--- src/shared/dpiw_pkg.sv ---
// ****************************************************************
// event watchdog constants and carrier types
// ****************************************************************
package dpiw_pkg;

    // ****************************************************************
    // clock and timing
    // ****************************************************************
    localparam int unsigned CLK_HZ          = 50_000_000;   // system clock rate
    localparam int unsigned WD_PERIOD_MS    = 1000;         // watchdog nmi period
    localparam int unsigned WD_PERIOD_CYC   = CLK_HZ / 1000 * WD_PERIOD_MS;
    localparam int unsigned WD_WINDOW_MS    = 500;          // service window after nmi
    localparam int unsigned WD_WINDOW_CYC   = CLK_HZ / 1000 * WD_WINDOW_MS;
    localparam int unsigned RST_PULSE_US    = 10;           // processor reset width
    localparam int unsigned RST_PULSE_CYC   = CLK_HZ / 1_000_000 * RST_PULSE_US;
    localparam int unsigned SECTOR_MS       = 256;          // sector pulse period
    localparam int unsigned SECTOR_CYC      = CLK_HZ / 1000 * SECTOR_MS;
    localparam int unsigned SECTORS         = 16;           // sectors per spin
    localparam int unsigned IRQ_LINES       = 8;            // maskable lines

    // ****************************************************************
    // service port
    // ****************************************************************
    localparam logic [7:0]  WD_SERVICE_VAL  = 8'hf1;        // value that feeds the watchdog
    localparam logic [15:0] WD_SERVICE_ADDR = 16'h00f0;     // port address, plain default

    // ****************************************************************
    // line numbers, highest priority first
    // ****************************************************************
    localparam int unsigned L_CMD    = 0;
    localparam int unsigned L_TMR0   = 1;
    localparam int unsigned L_SECTOR = 2;
    localparam int unsigned L_PARITY = 3;
    localparam int unsigned L_TMR1   = 4;
    localparam int unsigned L_LATCH  = 5;
    localparam int unsigned L_TLM    = 6;
    localparam int unsigned L_TMR2   = 7;

    // ****************************************************************
    // carriers
    // ****************************************************************
    typedef struct packed {
        logic [11:0] bx;            // field component x
        logic [11:0] by;            // field component y
        logic [11:0] bz;            // field component z
        logic [2:0]  range_code;    // range code
        logic        trigger;       // trigger bit
    } dpiw_mag_vec_t;

    typedef struct packed {
        logic        wr;            // port write strobe
        logic [15:0] addr;          // port address
        logic [7:0]  data;          // write data
    } dpiw_port_wr_t;

    typedef enum logic [1:0] {
        WD_IDLE  = 2'b00,           // counting to next nmi
        WD_WAIT  = 2'b01,           // nmi raised, awaiting service
        WD_RESET = 2'b10            // driving processor reset
    } dpiw_wd_state_t;

endpackage
--- src/hdl/dpiw_top.sv ---
`timescale 1ns/10ps
module dpiw_top #(
    parameter int unsigned WD_PERIOD_CYC = dpiw_pkg::WD_PERIOD_CYC,
    parameter int unsigned WD_WINDOW_CYC = dpiw_pkg::WD_WINDOW_CYC,
    parameter int unsigned SECTOR_CYC    = dpiw_pkg::SECTOR_CYC,
    parameter int unsigned RST_PULSE_CYC = dpiw_pkg::RST_PULSE_CYC
) (
    input  wire logic                    ref_clk_i,
    input  wire logic                    nrst_i,
    input  wire dpiw_pkg::dpiw_port_wr_t port_wr_i,
    input  wire logic                    nmi_ack_i,
    input  wire logic [7:0]              irq_ack_i,
    input  wire logic                    cmd_word_ready_i,
    input  wire logic                    timer0_i,
    input  wire logic                    spin_segment_clock_i,
    input  wire logic [3:0]              sector_number_set_i,
    input  wire logic [3:0]              sector_offset_set_i,
    input  wire logic                    class_parity_err_i,
    input  wire logic                    timer1_i,
    input  wire logic                    latchup_i,
    input  wire logic [7:0]              latchup_source_i,
    input  wire logic                    frame_reset_i,
    input  wire dpiw_pkg::dpiw_mag_vec_t mag_vec_i,
    input  wire logic                    timer2_i,
    output logic                         nmi_o,
    output logic                         cpu_reset_o,
    output logic [7:0]                   irq_o,
    output logic [2:0]                   irq_top_o,
    output logic                         irq_any_o,
    output logic [3:0]                   sector_o,
    output logic [7:0]                   latchup_source_o,
    output dpiw_pkg::dpiw_mag_vec_t      mag_vec_o
);

    // ****************************************************************
    // state
    // ****************************************************************
    localparam int unsigned N = dpiw_pkg::IRQ_LINES;

    typedef struct packed {
        logic [N-1:0]            sync1;      // first sync stage, read only by sync2
        logic [N-1:0]            sync2;      // second sync stage
        logic [N-1:0]            prev;       // edge detect history
        logic [N-1:0]            pend;       // sticky pending lines
        logic [31:0]             wd_cnt;     // watchdog period / window counter
        dpiw_pkg::dpiw_wd_state_t wd_st;     // watchdog state
        logic                    nmi;        // nmi request
        logic                    cpu_rst;    // processor reset
        logic [31:0]             sec_cnt;    // sector period counter
        logic [3:0]              sector;     // raw sector count
        logic [2:0]              top;        // highest pending line
        logic                    any;        // any line pending
        logic [3:0]              sector_out; // adjusted sector number
        logic [7:0]              lu_src;     // captured latchup source
        dpiw_pkg::dpiw_mag_vec_t mag;        // captured field vector
    } dpiw_state_t;

    dpiw_state_t st_r;   // registered state
    dpiw_state_t st_nxt; // next state

    // ****************************************************************
    // helpers
    // ****************************************************************
    // priority encoder: lowest index wins
    function automatic logic [2:0] dpiw_first(input logic [N-1:0] v);
        logic [2:0] idx;
        idx = 3'h0;
        for (int i = N - 1; i >= 0; i--)
        begin
            if (v[i])
            begin
                idx = 3'(i);
            end
        end
        return idx;
    endfunction

    // gather raw event sources in priority order
    logic [N-1:0] raw_ev;
    logic         sector_tick;

    always_comb
    begin
        raw_ev                           = '0;
        raw_ev[dpiw_pkg::L_CMD]          = cmd_word_ready_i;
        raw_ev[dpiw_pkg::L_TMR0]         = timer0_i;
        raw_ev[dpiw_pkg::L_SECTOR]       = spin_segment_clock_i;
        raw_ev[dpiw_pkg::L_PARITY]       = class_parity_err_i;
        raw_ev[dpiw_pkg::L_TMR1]         = timer1_i;
        raw_ev[dpiw_pkg::L_LATCH]        = latchup_i;
        raw_ev[dpiw_pkg::L_TLM]          = frame_reset_i;
        raw_ev[dpiw_pkg::L_TMR2]         = timer2_i;
    end

    // ****************************************************************
    // next state
    // ****************************************************************
    logic [N-1:0] rise;       // rising edges of synced sources
    logic [N-1:0] pend_v;     // pending after set and clear
    logic         serviced;   // accepted service write

    always_comb
    begin
        st_nxt      = st_r;
        st_nxt.sync1 = raw_ev;
        st_nxt.sync2 = st_r.sync1;
        st_nxt.prev  = st_r.sync2;
        rise        = st_r.sync2 & ~st_r.prev;
        sector_tick = 1'b0;

        // sector pulse from the internal 256 ms divider; a spin segment edge
        // also resynchronises it so the line follows the spacecraft clock
        if (rise[dpiw_pkg::L_SECTOR] || st_r.sec_cnt >= SECTOR_CYC - 1)
        begin
            st_nxt.sec_cnt = '0;
            sector_tick    = 1'b1;
            st_nxt.sector  = st_r.sector + 4'h1;
        end
        else
        begin
            st_nxt.sec_cnt = st_r.sec_cnt + 32'h1;
        end
        // numbering and sun offset applied separately
        st_nxt.sector_out = st_r.sector + sector_number_set_i + sector_offset_set_i;

        // set beats clear so a new event in the ack cycle is kept
        pend_v = (st_r.pend & ~irq_ack_i) | rise;
        pend_v[dpiw_pkg::L_SECTOR] = (st_r.pend[dpiw_pkg::L_SECTOR]
                                      & ~irq_ack_i[dpiw_pkg::L_SECTOR]) | sector_tick;
        st_nxt.pend = pend_v;
        st_nxt.top  = dpiw_first(pend_v);
        st_nxt.any  = |pend_v;

        // capture readable data on their events
        if (rise[dpiw_pkg::L_LATCH])
        begin
            st_nxt.lu_src = latchup_source_i;
        end
        if (rise[dpiw_pkg::L_TLM])
        begin
            st_nxt.mag = mag_vec_i;
        end

        // watchdog
        serviced = port_wr_i.wr && port_wr_i.addr == dpiw_pkg::WD_SERVICE_ADDR
                   && port_wr_i.data == dpiw_pkg::WD_SERVICE_VAL;
        // nmi stays until acked or until the window runs out into reset, new nmi wins over ack
        if (nmi_ack_i)
        begin
            st_nxt.nmi = 1'b0;
        end
        st_nxt.cpu_rst = 1'b0;
        case (st_r.wd_st)
            dpiw_pkg::WD_IDLE:
            begin
                if (st_r.wd_cnt >= WD_PERIOD_CYC - 1)
                begin
                    st_nxt.wd_cnt = '0;
                    st_nxt.nmi    = 1'b1;
                    st_nxt.wd_st  = dpiw_pkg::WD_WAIT;
                end
                else
                begin
                    st_nxt.wd_cnt = st_r.wd_cnt + 32'h1;
                end
            end
            dpiw_pkg::WD_WAIT:
            begin
                // the period keeps running while the window is open
                if (serviced)
                begin
                    st_nxt.wd_cnt = st_r.wd_cnt + 32'h1;
                    st_nxt.wd_st  = dpiw_pkg::WD_IDLE;
                end
                else if (st_r.wd_cnt >= WD_WINDOW_CYC - 1)
                begin
                    st_nxt.wd_cnt  = '0;
                    st_nxt.nmi     = 1'b0;
                    st_nxt.cpu_rst = 1'b1;
                    st_nxt.wd_st   = dpiw_pkg::WD_RESET;
                end
                else
                begin
                    st_nxt.wd_cnt = st_r.wd_cnt + 32'h1;
                end
            end
            dpiw_pkg::WD_RESET:
            begin
                // fixed width pulse, then a fresh full period
                st_nxt.nmi = 1'b0;
                if (st_r.wd_cnt >= RST_PULSE_CYC - 1)
                begin
                    st_nxt.wd_cnt = '0;
                    st_nxt.wd_st  = dpiw_pkg::WD_IDLE;
                end
                else
                begin
                    st_nxt.wd_cnt  = st_r.wd_cnt + 32'h1;
                    st_nxt.cpu_rst = 1'b1;
                end
            end
            default:
            begin
                st_nxt.wd_cnt = '0;
                st_nxt.wd_st  = dpiw_pkg::WD_IDLE;
            end
        endcase
    end

    // ****************************************************************
    // registers
    // ****************************************************************
    // synchronous reset; every field takes a constant
    always_ff @(posedge ref_clk_i)
    begin
        if (!nrst_i)
        begin
            st_r       <= '0;
            st_r.wd_st <= dpiw_pkg::WD_IDLE;
        end
        else
        begin
            st_r <= st_nxt;
        end
    end

    // ****************************************************************
    // outputs, all straight from flip-flops
    // ****************************************************************
    assign nmi_o            = st_r.nmi;
    assign cpu_reset_o      = st_r.cpu_rst;
    assign irq_o            = st_r.pend;
    assign irq_top_o        = st_r.top;
    assign irq_any_o        = st_r.any;
    assign sector_o         = st_r.sector_out;
    assign latchup_source_o = st_r.lu_src;
    assign mag_vec_o        = st_r.mag;

endmodule

--- config.mk ---
export PLATFORM = sky130hd
export DESIGN_NAME = dpiw_top
export DESIGN_NICKNAME = d
export VERILOG_FILES = /design/src/shared/dpiw_pkg.sv /design/src/hdl/dpiw_top.sv
export SDC_FILE = /design/constraint.sdc
export NUM_CORES = 1
export LEC_CHECK = 0
export ABC_CLOCK_PERIOD_IN_PS = 2500
export BUFFER_PORTS_ARGS = -buffer_cell sky130_fd_sc_hd__buf_2
export CAP_MARGIN = 20
export CORE_MARGIN = 2
export CORE_UTILIZATION = 54
export DETAILED_ROUTE_END_ITERATION = 10
export GPL_TIMING_DRIVEN = 0
export HOLD_SLACK_MARGIN = 0.03
export PLACE_DENSITY = 0.87
export SKIP_CTS_REPAIR_TIMING = 1
export SLEW_MARGIN = 20
export SYNTH_ARGS = -nofsm -noshare
export SYNTH_HDL_FRONTEND = slang
export SYNTH_SLANG_ARGS = --single-unit
--- constraint.sdc ---
create_clock -name ref_clk_i -period 2.5 [get_ports ref_clk_i]
set_input_delay 0.375 -clock ref_clk_i [delete_from_list [all_inputs] [get_ports ref_clk_i]]
set_output_delay 0.375 -clock ref_clk_i [all_outputs]
set_load 0.1 [all_outputs]
After elaboration in Yosys (flattened, before gate mapping)
Cells that the tools add are included.
{"block": "classes", "muxes": 21, "eq_ne": 7, "add_sub_neg": 5, "bitwise": 9, "n_lt_le_gt_ge": 4, "reduce_logical": 10}
{"cell": "$pmux 34 s3", "n": 1}
{"cell": "$mux 32", "n": 3}
{"cell": "$add 32x1->32 const B", "n": 2}
{"cell": "$mux 34", "n": 1}
{"cell": "$ge 32x24->1 const B", "n": 1}
{"cell": "$ge 32x25->1 const B", "n": 1}
{"cell": "$ge 32x26->1 const B", "n": 1}
{"cell": "$ge 32x9->1 const B", "n": 1}
{"cell": "$and 8x8->8", "n": 2}
{"cell": "$eq 16x8->1 const B", "n": 1}
{"cell": "$not 8->8", "n": 2}
{"cell": "$mux 3", "n": 5}
{"cell": "$add 4x4->4", "n": 2}
{"cell": "$eq 8x8->1 const B", "n": 1}
{"cell": "$mux 2", "n": 4}
{"cell": "$or 8x8->8", "n": 1}
{"cell": "$reduce_or 8->1", "n": 1}
{"cell": "$reduce_or 5->1", "n": 1}
{"cell": "$add 4x1->4 const B", "n": 1}
{"cell": "$mux 1", "n": 4}
{"cell": "$mux 4", "n": 1}
{"cell": "$ne 2x2->1 const B", "n": 2}
{"cell": "$reduce_or 2->1", "n": 2}
{"cell": "$ne 3x3->1 const B", "n": 1}
{"cell": "other kinds (12)", "n": 14}
{"block": "totals", "elab_cells": 77, "out_inout_bits": 66, "register_bits": 160, "input_bits": 100}

Depth between registers and ports, before layout
Gate-level depths: netlist of run 1.
{"block": "depth", "depth_word": 10, "mapped_depth": 10, "mapped_depth_nobuf": 10}

Worst setup path after synthesis of run 1
OpenSTA, ideal clock, no wires.
{"block": "synth_timing", "path_type": "in2reg", "from": "input sector_number_set_i[1]", "to": "register st_r (netlist bit sector_o[3])", "setup_ns": 0.128, "arrival_time_ns": 1.924, "required_time_ns": 2.372, "slack_ns": 0.448, "cell_stages": 8, "path_buffers": 0, "cell_sequence": "fa_1 > ha_1 > inv_1 > fa_1 > xnor2_1 > xnor2_1 > xnor2_1 > nor2_1"}
{"block": "synth_between", "elab_chain_cells": 2}
{"item": "from (decl)", "line_no": "dpiw_top.sv:16", "rtl": "input wire logic [3:0] sector_number_set_i,"}
{"item": "$add 4x4->4 (2 in a row)", "line_no": "dpiw_top.sv:124", "rtl": "st_nxt.sector_out = st_r.sector + sector_number_set_i + sector_offset_set_i;"}
{"item": "to (signal assigned)", "line_no": "dpiw_top.sv:223", "rtl": "st_r <= st_nxt;"}
{"item": "to (decl)", "line_no": "dpiw_top.sv:58", "rtl": "dpiw_state_t st_r;"}
No other way between the ends.
A chain may end at the register's enable or synchronous reset.

Worst setup path in the final report of run 1
{"block": "layout_timing", "from": "register st_r[96] (netlist name)", "to": "register st_r[124] (netlist name)"}
{"block": "layout_between", "elab_chain_cells": 4, "elab_cells_between_ends": 9, "classes_between": "add/sub (1); order compare (3); mux (5)"}
{"item": "$add 32x1->32 / $ge 32x25->1 (equally long branches)"}
{"item": "$mux 32", "line_no": "dpiw_top.sv:175", "rtl": "else if (st_r.wd_cnt >= WD_WINDOW_CYC - 1)"}
{"item": "$mux 34", "line_no": "dpiw_top.sv:170", "rtl": "if (serviced)"}
{"item": "$pmux 34 s3 (*)", "line_no": "dpiw_top.sv:153", "rtl": "case (st_r.wd_st)"}
Mark *: on every way between the ends. The rest lies on a longest branch, timed or not.

==> flow_summary.ini, run 1 <==
[min_path]
hold_depth = 2
min-delay-start = spin_segment_clock_i
holdPathEnd = st_nxt[146]
min_path_type = input pin to register

[cts]
cts_tree = built
ctsHtreeMaxLevel = 4
cts_buffers = 17
insertion_delay_ps = 410
clockBufferDepth = 2
clkTransAtPathRegs_ps = 60
clock_sinks = 160
root_buffer = clkbuf_16

[timing]
tightest_slew_ps = 696
period_minus_slack_ps = 2330
max_freq_ghz = 0.429
slew_headroom_pct = 53.2
setup_viol = 0
hold_viol_final = 0
fin_skew_ps = 8.67
drv_slew = 0
rsz0062_at_grt = false
fin_crit_sh_pct = 93.3
fin_setup_tns_ps = 0

[global_route]
grt_max_degree = 17
grt_pass1_wl_um = 23700
first_global_vias = 5372
antenna_found_initial = 1
busiest_layer = met2
met1_usage_pct = 25.1
globalRouteMet3Util_pct = 5.72
grt_use_total_pct = 21.8
use_met2_pct = 38.9
grt_overflow_total = 0

[synth]
ys_ff_latch = 160
avgSynthCellArea_um2 = 8.64
synth_area_leader_cell = dfxtp_1
synth-edff-count = 0
async_flop_share_pct = 0
yosysWarnings = 0
synthCells = 797
syn_area_um2 = 6890
synth_top_area_share_pct = 46.5
synth.area.top_cells = dfxtp_1 46%, buf_4 7.1%, nand2_1 7.0%
yosysSeqAreaShare_pct = 46.5
synth.distinct_cells = 56
synth_ff_type = dfxtp_1

[detailed_routing]
drt-total-wl_um = 15200
viasPerCell = 4.91
drtPass1Iterations = 5
vias = 5758
first_iter_violations = 378
drcViolationCount = 0
antenna_left = 0
avgRoutedWirePerCell_um = 12.9

[finish]
fin_cells = 1173
syn2layout_area_growth_pct = 24.5
final_area_um2 = 8580
drive_above_1_share_pct = 30.1
fin_nets = 1099
fillCellCount = 932
multi_input_area_um2 = 2980
seqCellArea_um2 = 3200

[place]
io_buffers = 164
hpwlAfterDp_um = 11000
place_congestion = 0.837
placed_area_um2 = 7950
dp_cells = 1140

[critical_path]
reg2reg_slack_ps = 170
reg2reg_from = st_r[96]
cp.required_ps = 2810
endpoint_kind = register
cp_max_fo = 5
critPathKind = register to register
cp.arrival_ps = 2640
regToRegEndpoint = st_r[124]
ff2ff_path_depth = 7
worstSetupStartpointType = register

[floorplan]
dieArea_um2 = 13700
die_h_um = 117
io_pins = 166
rows = 41
die_w_um = 117
fp.coreArea_um2 = 12500
initial_core_util_pct = 55.0

[pwr]
power_density_nw_per_um2 = 707
power_leakage_uw = 0.00365
irDropWorstVdd_v = 0.000440

[flow_run]
max_cap_violations = 0

[outcome]
status = finished clean
worst max-delay path by stage:
stage,from,end,slack [ps],cells after the start
finish,st_r[96],st_r[124],170,7
global route,st_r[96],st_r[124],1,7
CTS,st_r[60],st_r[68],130,8
detailed placement,st_r[60],st_r[82],170,8
global placement,st_r[60],st_r[77],180,8
floorplan,sector_number_set_i[1],sector_o[3],450,8
registers in the layout, indices dropped and copies added, names as in the netlist:
| signal | cells |
|---|---|
| nmi_o | 1 |
| irq_top_o | 3 |
| sector_o | 4 |
| latchup_source_o | 8 |
| irq_o | 8 |
| cpu_reset_o | 1 |
| st_r | 78 |
| st_nxt | 16 |
| irq_any_o | 1 |
| mag_vec_o | 40 |
kinds of logic after synthesis:
| logic type | Yosys count | synth area share (%) |
|---|---|---|
| xor gates and xnor gates | 59 | 7.50 |
| other | 1 | 0.0544 |
| AOI/OAI and AO/OA | 80 | 6.97 |
| adders and majority gates | 12 | 2.62 |
| muxes | 1 | 0.145 |
| buffers and inverters | 125 | 10.8 |
| and+or+nand+nor | 359 | 25.4 |
| DFF | 160 | 46.5 |
cell usage in the layout, fill, tap and decap left out, types with 26 or more instances in the layout:
| cell | synthesis | layout |
|---|---|---|
| nand2_1 | 128 | 128 |
| dfxtp_1 | 160 | 160 |
| nor2_1 | 72 | 71 |
| buf_2 | 0 | 164 |
| xor2_1 | 28 | 28 |
| buf_4 | 65 | 65 |
| and2_1 | 26 | 26 |
| a21oi_1 | 52 | 52 |
| inv_1 | 30 | 30 |
| xnor2_1 | 31 | 31 |
through the flow:
step                      total power (uW)  worst slack [ps]  utilization (%)  hold WS (ps)
after floorplan                       3290               448                -           412
after global placement                3450               178             63.5           414
after detailed placement              3460               170             63.5           420
after CTS                             6100               128             68.5           157
after global routing                  6250              1.31             68.5           167
final                                 6070               167             68.5           169
power by group:
part	switching [uW]	total, uW	internal [uW]
registers	36.1	2660	2630
clock network	1020	2660	1640
logic	527	747	220
total	1590	6070	4480
critical path, stage by stage, from the launching register on:
cell     delay, ps
dfxtp_1        390
ha_1           230
nand3_1        230
nor4_1         690
nand2_1        220
nor3_1         260
xnor2_1        170
nor2_2          50
Yosys cell counts (all sizes together) (4+ instances only):
cell type / count
a21oi: 52
and2: 27
and3: 7
buf: 74
clkbuf: 21
dfxtp: 160
fa: 4
ha: 8
inv: 30
nand2: 129
nand2b: 8
nand3: 25
nand4: 19
nor2: 92
nor3: 21
nor4: 10
o21ai: 4
o22ai: 6
or2: 4
xnor2: 31
xor2: 28
area by class of cell:
cell class,count,area share (%)
Sequential cell,160,37.3
Multi-Input combinational cell,519,34.7
Timing Repair Buffer,164,9.57
Buffer,95,7.36
Clock buffer,21,5.37
Tap cell,172,2.51
Clock inverter,11,1.82
Inverter,30,1.31
Antenna cell,1,0.0292
per-layer routing:
layer  vias to the layer above  part of all wire (%)
met5                         -                     0
met4                         0                   2.0
met3                        25                   7.2
met2                       188                    49
li1                       2924                     -
met1                      2621                    41
No activity file was read; power rests on OpenSTA's default activity.
==> run 2, diff against run 1 <==
Settings changed: CORE_ASPECT_RATIO from default to 0.6, SLEW_MARGIN 20 to default.
==> run 2 against run 1 <==
Clock skew decreased by 1.2 ps. Clock power decreased by 7%. Clock-buffer cell count unchanged. Final cell count decreased by 0.68%. Maximum frequency increased by 1.0%. Die area increased by 0.21%. Critical endpoint is now st_r[71]. Largest power group unchanged. Highest routed layer unchanged.
==> flow_summary.ini, run 2 (synthesized netlist as in run 1, its figures left out) <==
[cts]
clkTransAtPathRegs_ps = 70
ctsHtreeMaxLevel = 4
insertion_delay_ps = 410
clockBufferDepth = 2
cts_buffers = 17
root_buffer = clkbuf_16
cts_tree = built
clock_sinks = 160

[timing]
period_minus_slack_ps = 2310
fin_crit_sh_pct = 92.4
setup_viol = 0
rsz0062_at_grt = false
fin_setup_tns_ps = 0
slew_headroom_pct = 54.4
tightest_slew_ps = 676
max_freq_ghz = 0.433
fin_skew_ps = 7.42
drv_slew = 0
hold_viol_final = 0
holdWs_ps = 166
worst_slack_ps = 190

[critical_path]
worstPathCellList = ha_1 -> nand4_1 -> or4_1 -> a31oi_2 -> nor2_2 -> nand2_2 -> buf_4 -> nor2_1
critPathKind = register to register
cp.required_ps = 2800
endpoint_kind = register
cp_max_fo = 10
worstSetupStartpointType = register
worst_path_max_delay_cell = or4_1
cpPeakStageDelay_ps = 540
cp.arrival_ps = 2610

[floorplan]
die_w_um = 150
die_h_um = 91.5
dieArea_um2 = 13700
initial_core_util_pct = 56.2
io_pins = 166
fp.coreArea_um2 = 12300
rows = 31

[flow_run]
max_cap_violations = 0

[place]
placed_area_um2 = 7940
hpwlAfterDp_um = 11400
io_buffers = 164
place_congestion = 0.881
place_ws_ps = 77.4

[finish]
final_common_cell = buf_2
fin_nets = 1099
multi_input_area_um2 = 2980
fin_util_pct = 69.6
diodes = 0
syn2layout_area_growth_pct = 23.8
seqCellArea_um2 = 3200
final_area_um2 = 8530
layout_common_cells = 164 x buf_2, 160 x dfxtp_1, 128 x nand2_1
drive_above_1_share_pct = 30.4
fillCellCount = 957
regMostFlops = st_r
largest_reg_flops = 78

[global_route]
met1_usage_pct = 32.0
grt_use_total_pct = 22.7
globalRouteMet3Util_pct = 6.68
use_met2_pct = 33.8
grt_pass1_wl_um = 24800
first_global_vias = 5253
grt_max_degree = 17
antenna_found_initial = 0
grt_overflow_total = 0
busiest_layer = met2

[detailed_routing]
vias = 5768
drcViolationCount = 0
viasPerCell = 4.95
first_iter_violations = 238
drt-total-wl_um = 15100
drtPass1Iterations = 5
avgRoutedWirePerCell_um = 13.0
antenna_left = 0

[pwr]
p_seq_share_pct = 45.2
p_sw_uw = 1640
irDropWorstVdd_v = 0.000584
pwr-share-clk_pct = 42.1
swShare_pct = 27.8
power_density_nw_per_um2 = 690
power_leakage_uw = 0.00364
p_int_uw = 4250
comb_power_share_pct = 12.7

[min_path]
min_path_type = input pin to register

[outcome]
status = finished clean
[run 2: power by group through the flow]
stage	logic (uW)	registers, uW	clock network [uW]
final	750	2660	2480
after global routing	798	2670	2660
after CTS	755	2660	2520
after detailed placement	752	2720	0
after global placement	741	2720	0
after floorplan	572	2720	0
[run 2: path summary, 6_finish.rpt]
| kind | slack (ps) | end | start | cells after the start |
|---|---|---|---|---|
| max | 190 | st_r[71] | st_r[60] | 8 |
| min | 170 | st_nxt[144] | cmd_word_ready_i | 2 |
| max reg2reg | 190 | st_r[71] | st_r[60] | 8 |
| min reg2reg | 430 | st_nxt[141] | st_nxt[149] | 1 |
[run 2: per-stage QoR]
stage	std cells	total power, uW
6_report	1165	5890
5_1_grt	1165	6130
4_1_cts	1165	5940
3_5_place_dp	1133	3470
3_3_place_gp	1133	3460
2_1_floorplan	804	3290
[run 2: area by class of cell]
cell class                 instances  share of cell area, %
clock buffer                      21                   5.63
multi-input combinational        519                   35.0
timing repair buffer             164                   9.62
sequential                       160                   37.5
inverter                          30                   1.32
clock inverter                    11                   1.10
buffer                            95                   7.41
tap                              165                   2.42
[run 2: per-layer routing]
layer	vias up	routed length (um)
li1	2913	-
met1	2609	7450
met2	229	6280
met3	17	1260
met4	0	156
met5	-	0
[run 2: worst max-delay path: cells and delay by family (launching register included)]
kind | cells | cell delay, ps
AND/OR/NAND/NOR | 5 | 1050
buffers and inverters | 1 | 190
AO/OA/AOI/OAI | 1 | 330
adder cells (fa/ha/maj) | 1 | 270
flip-flops | 1 | 360
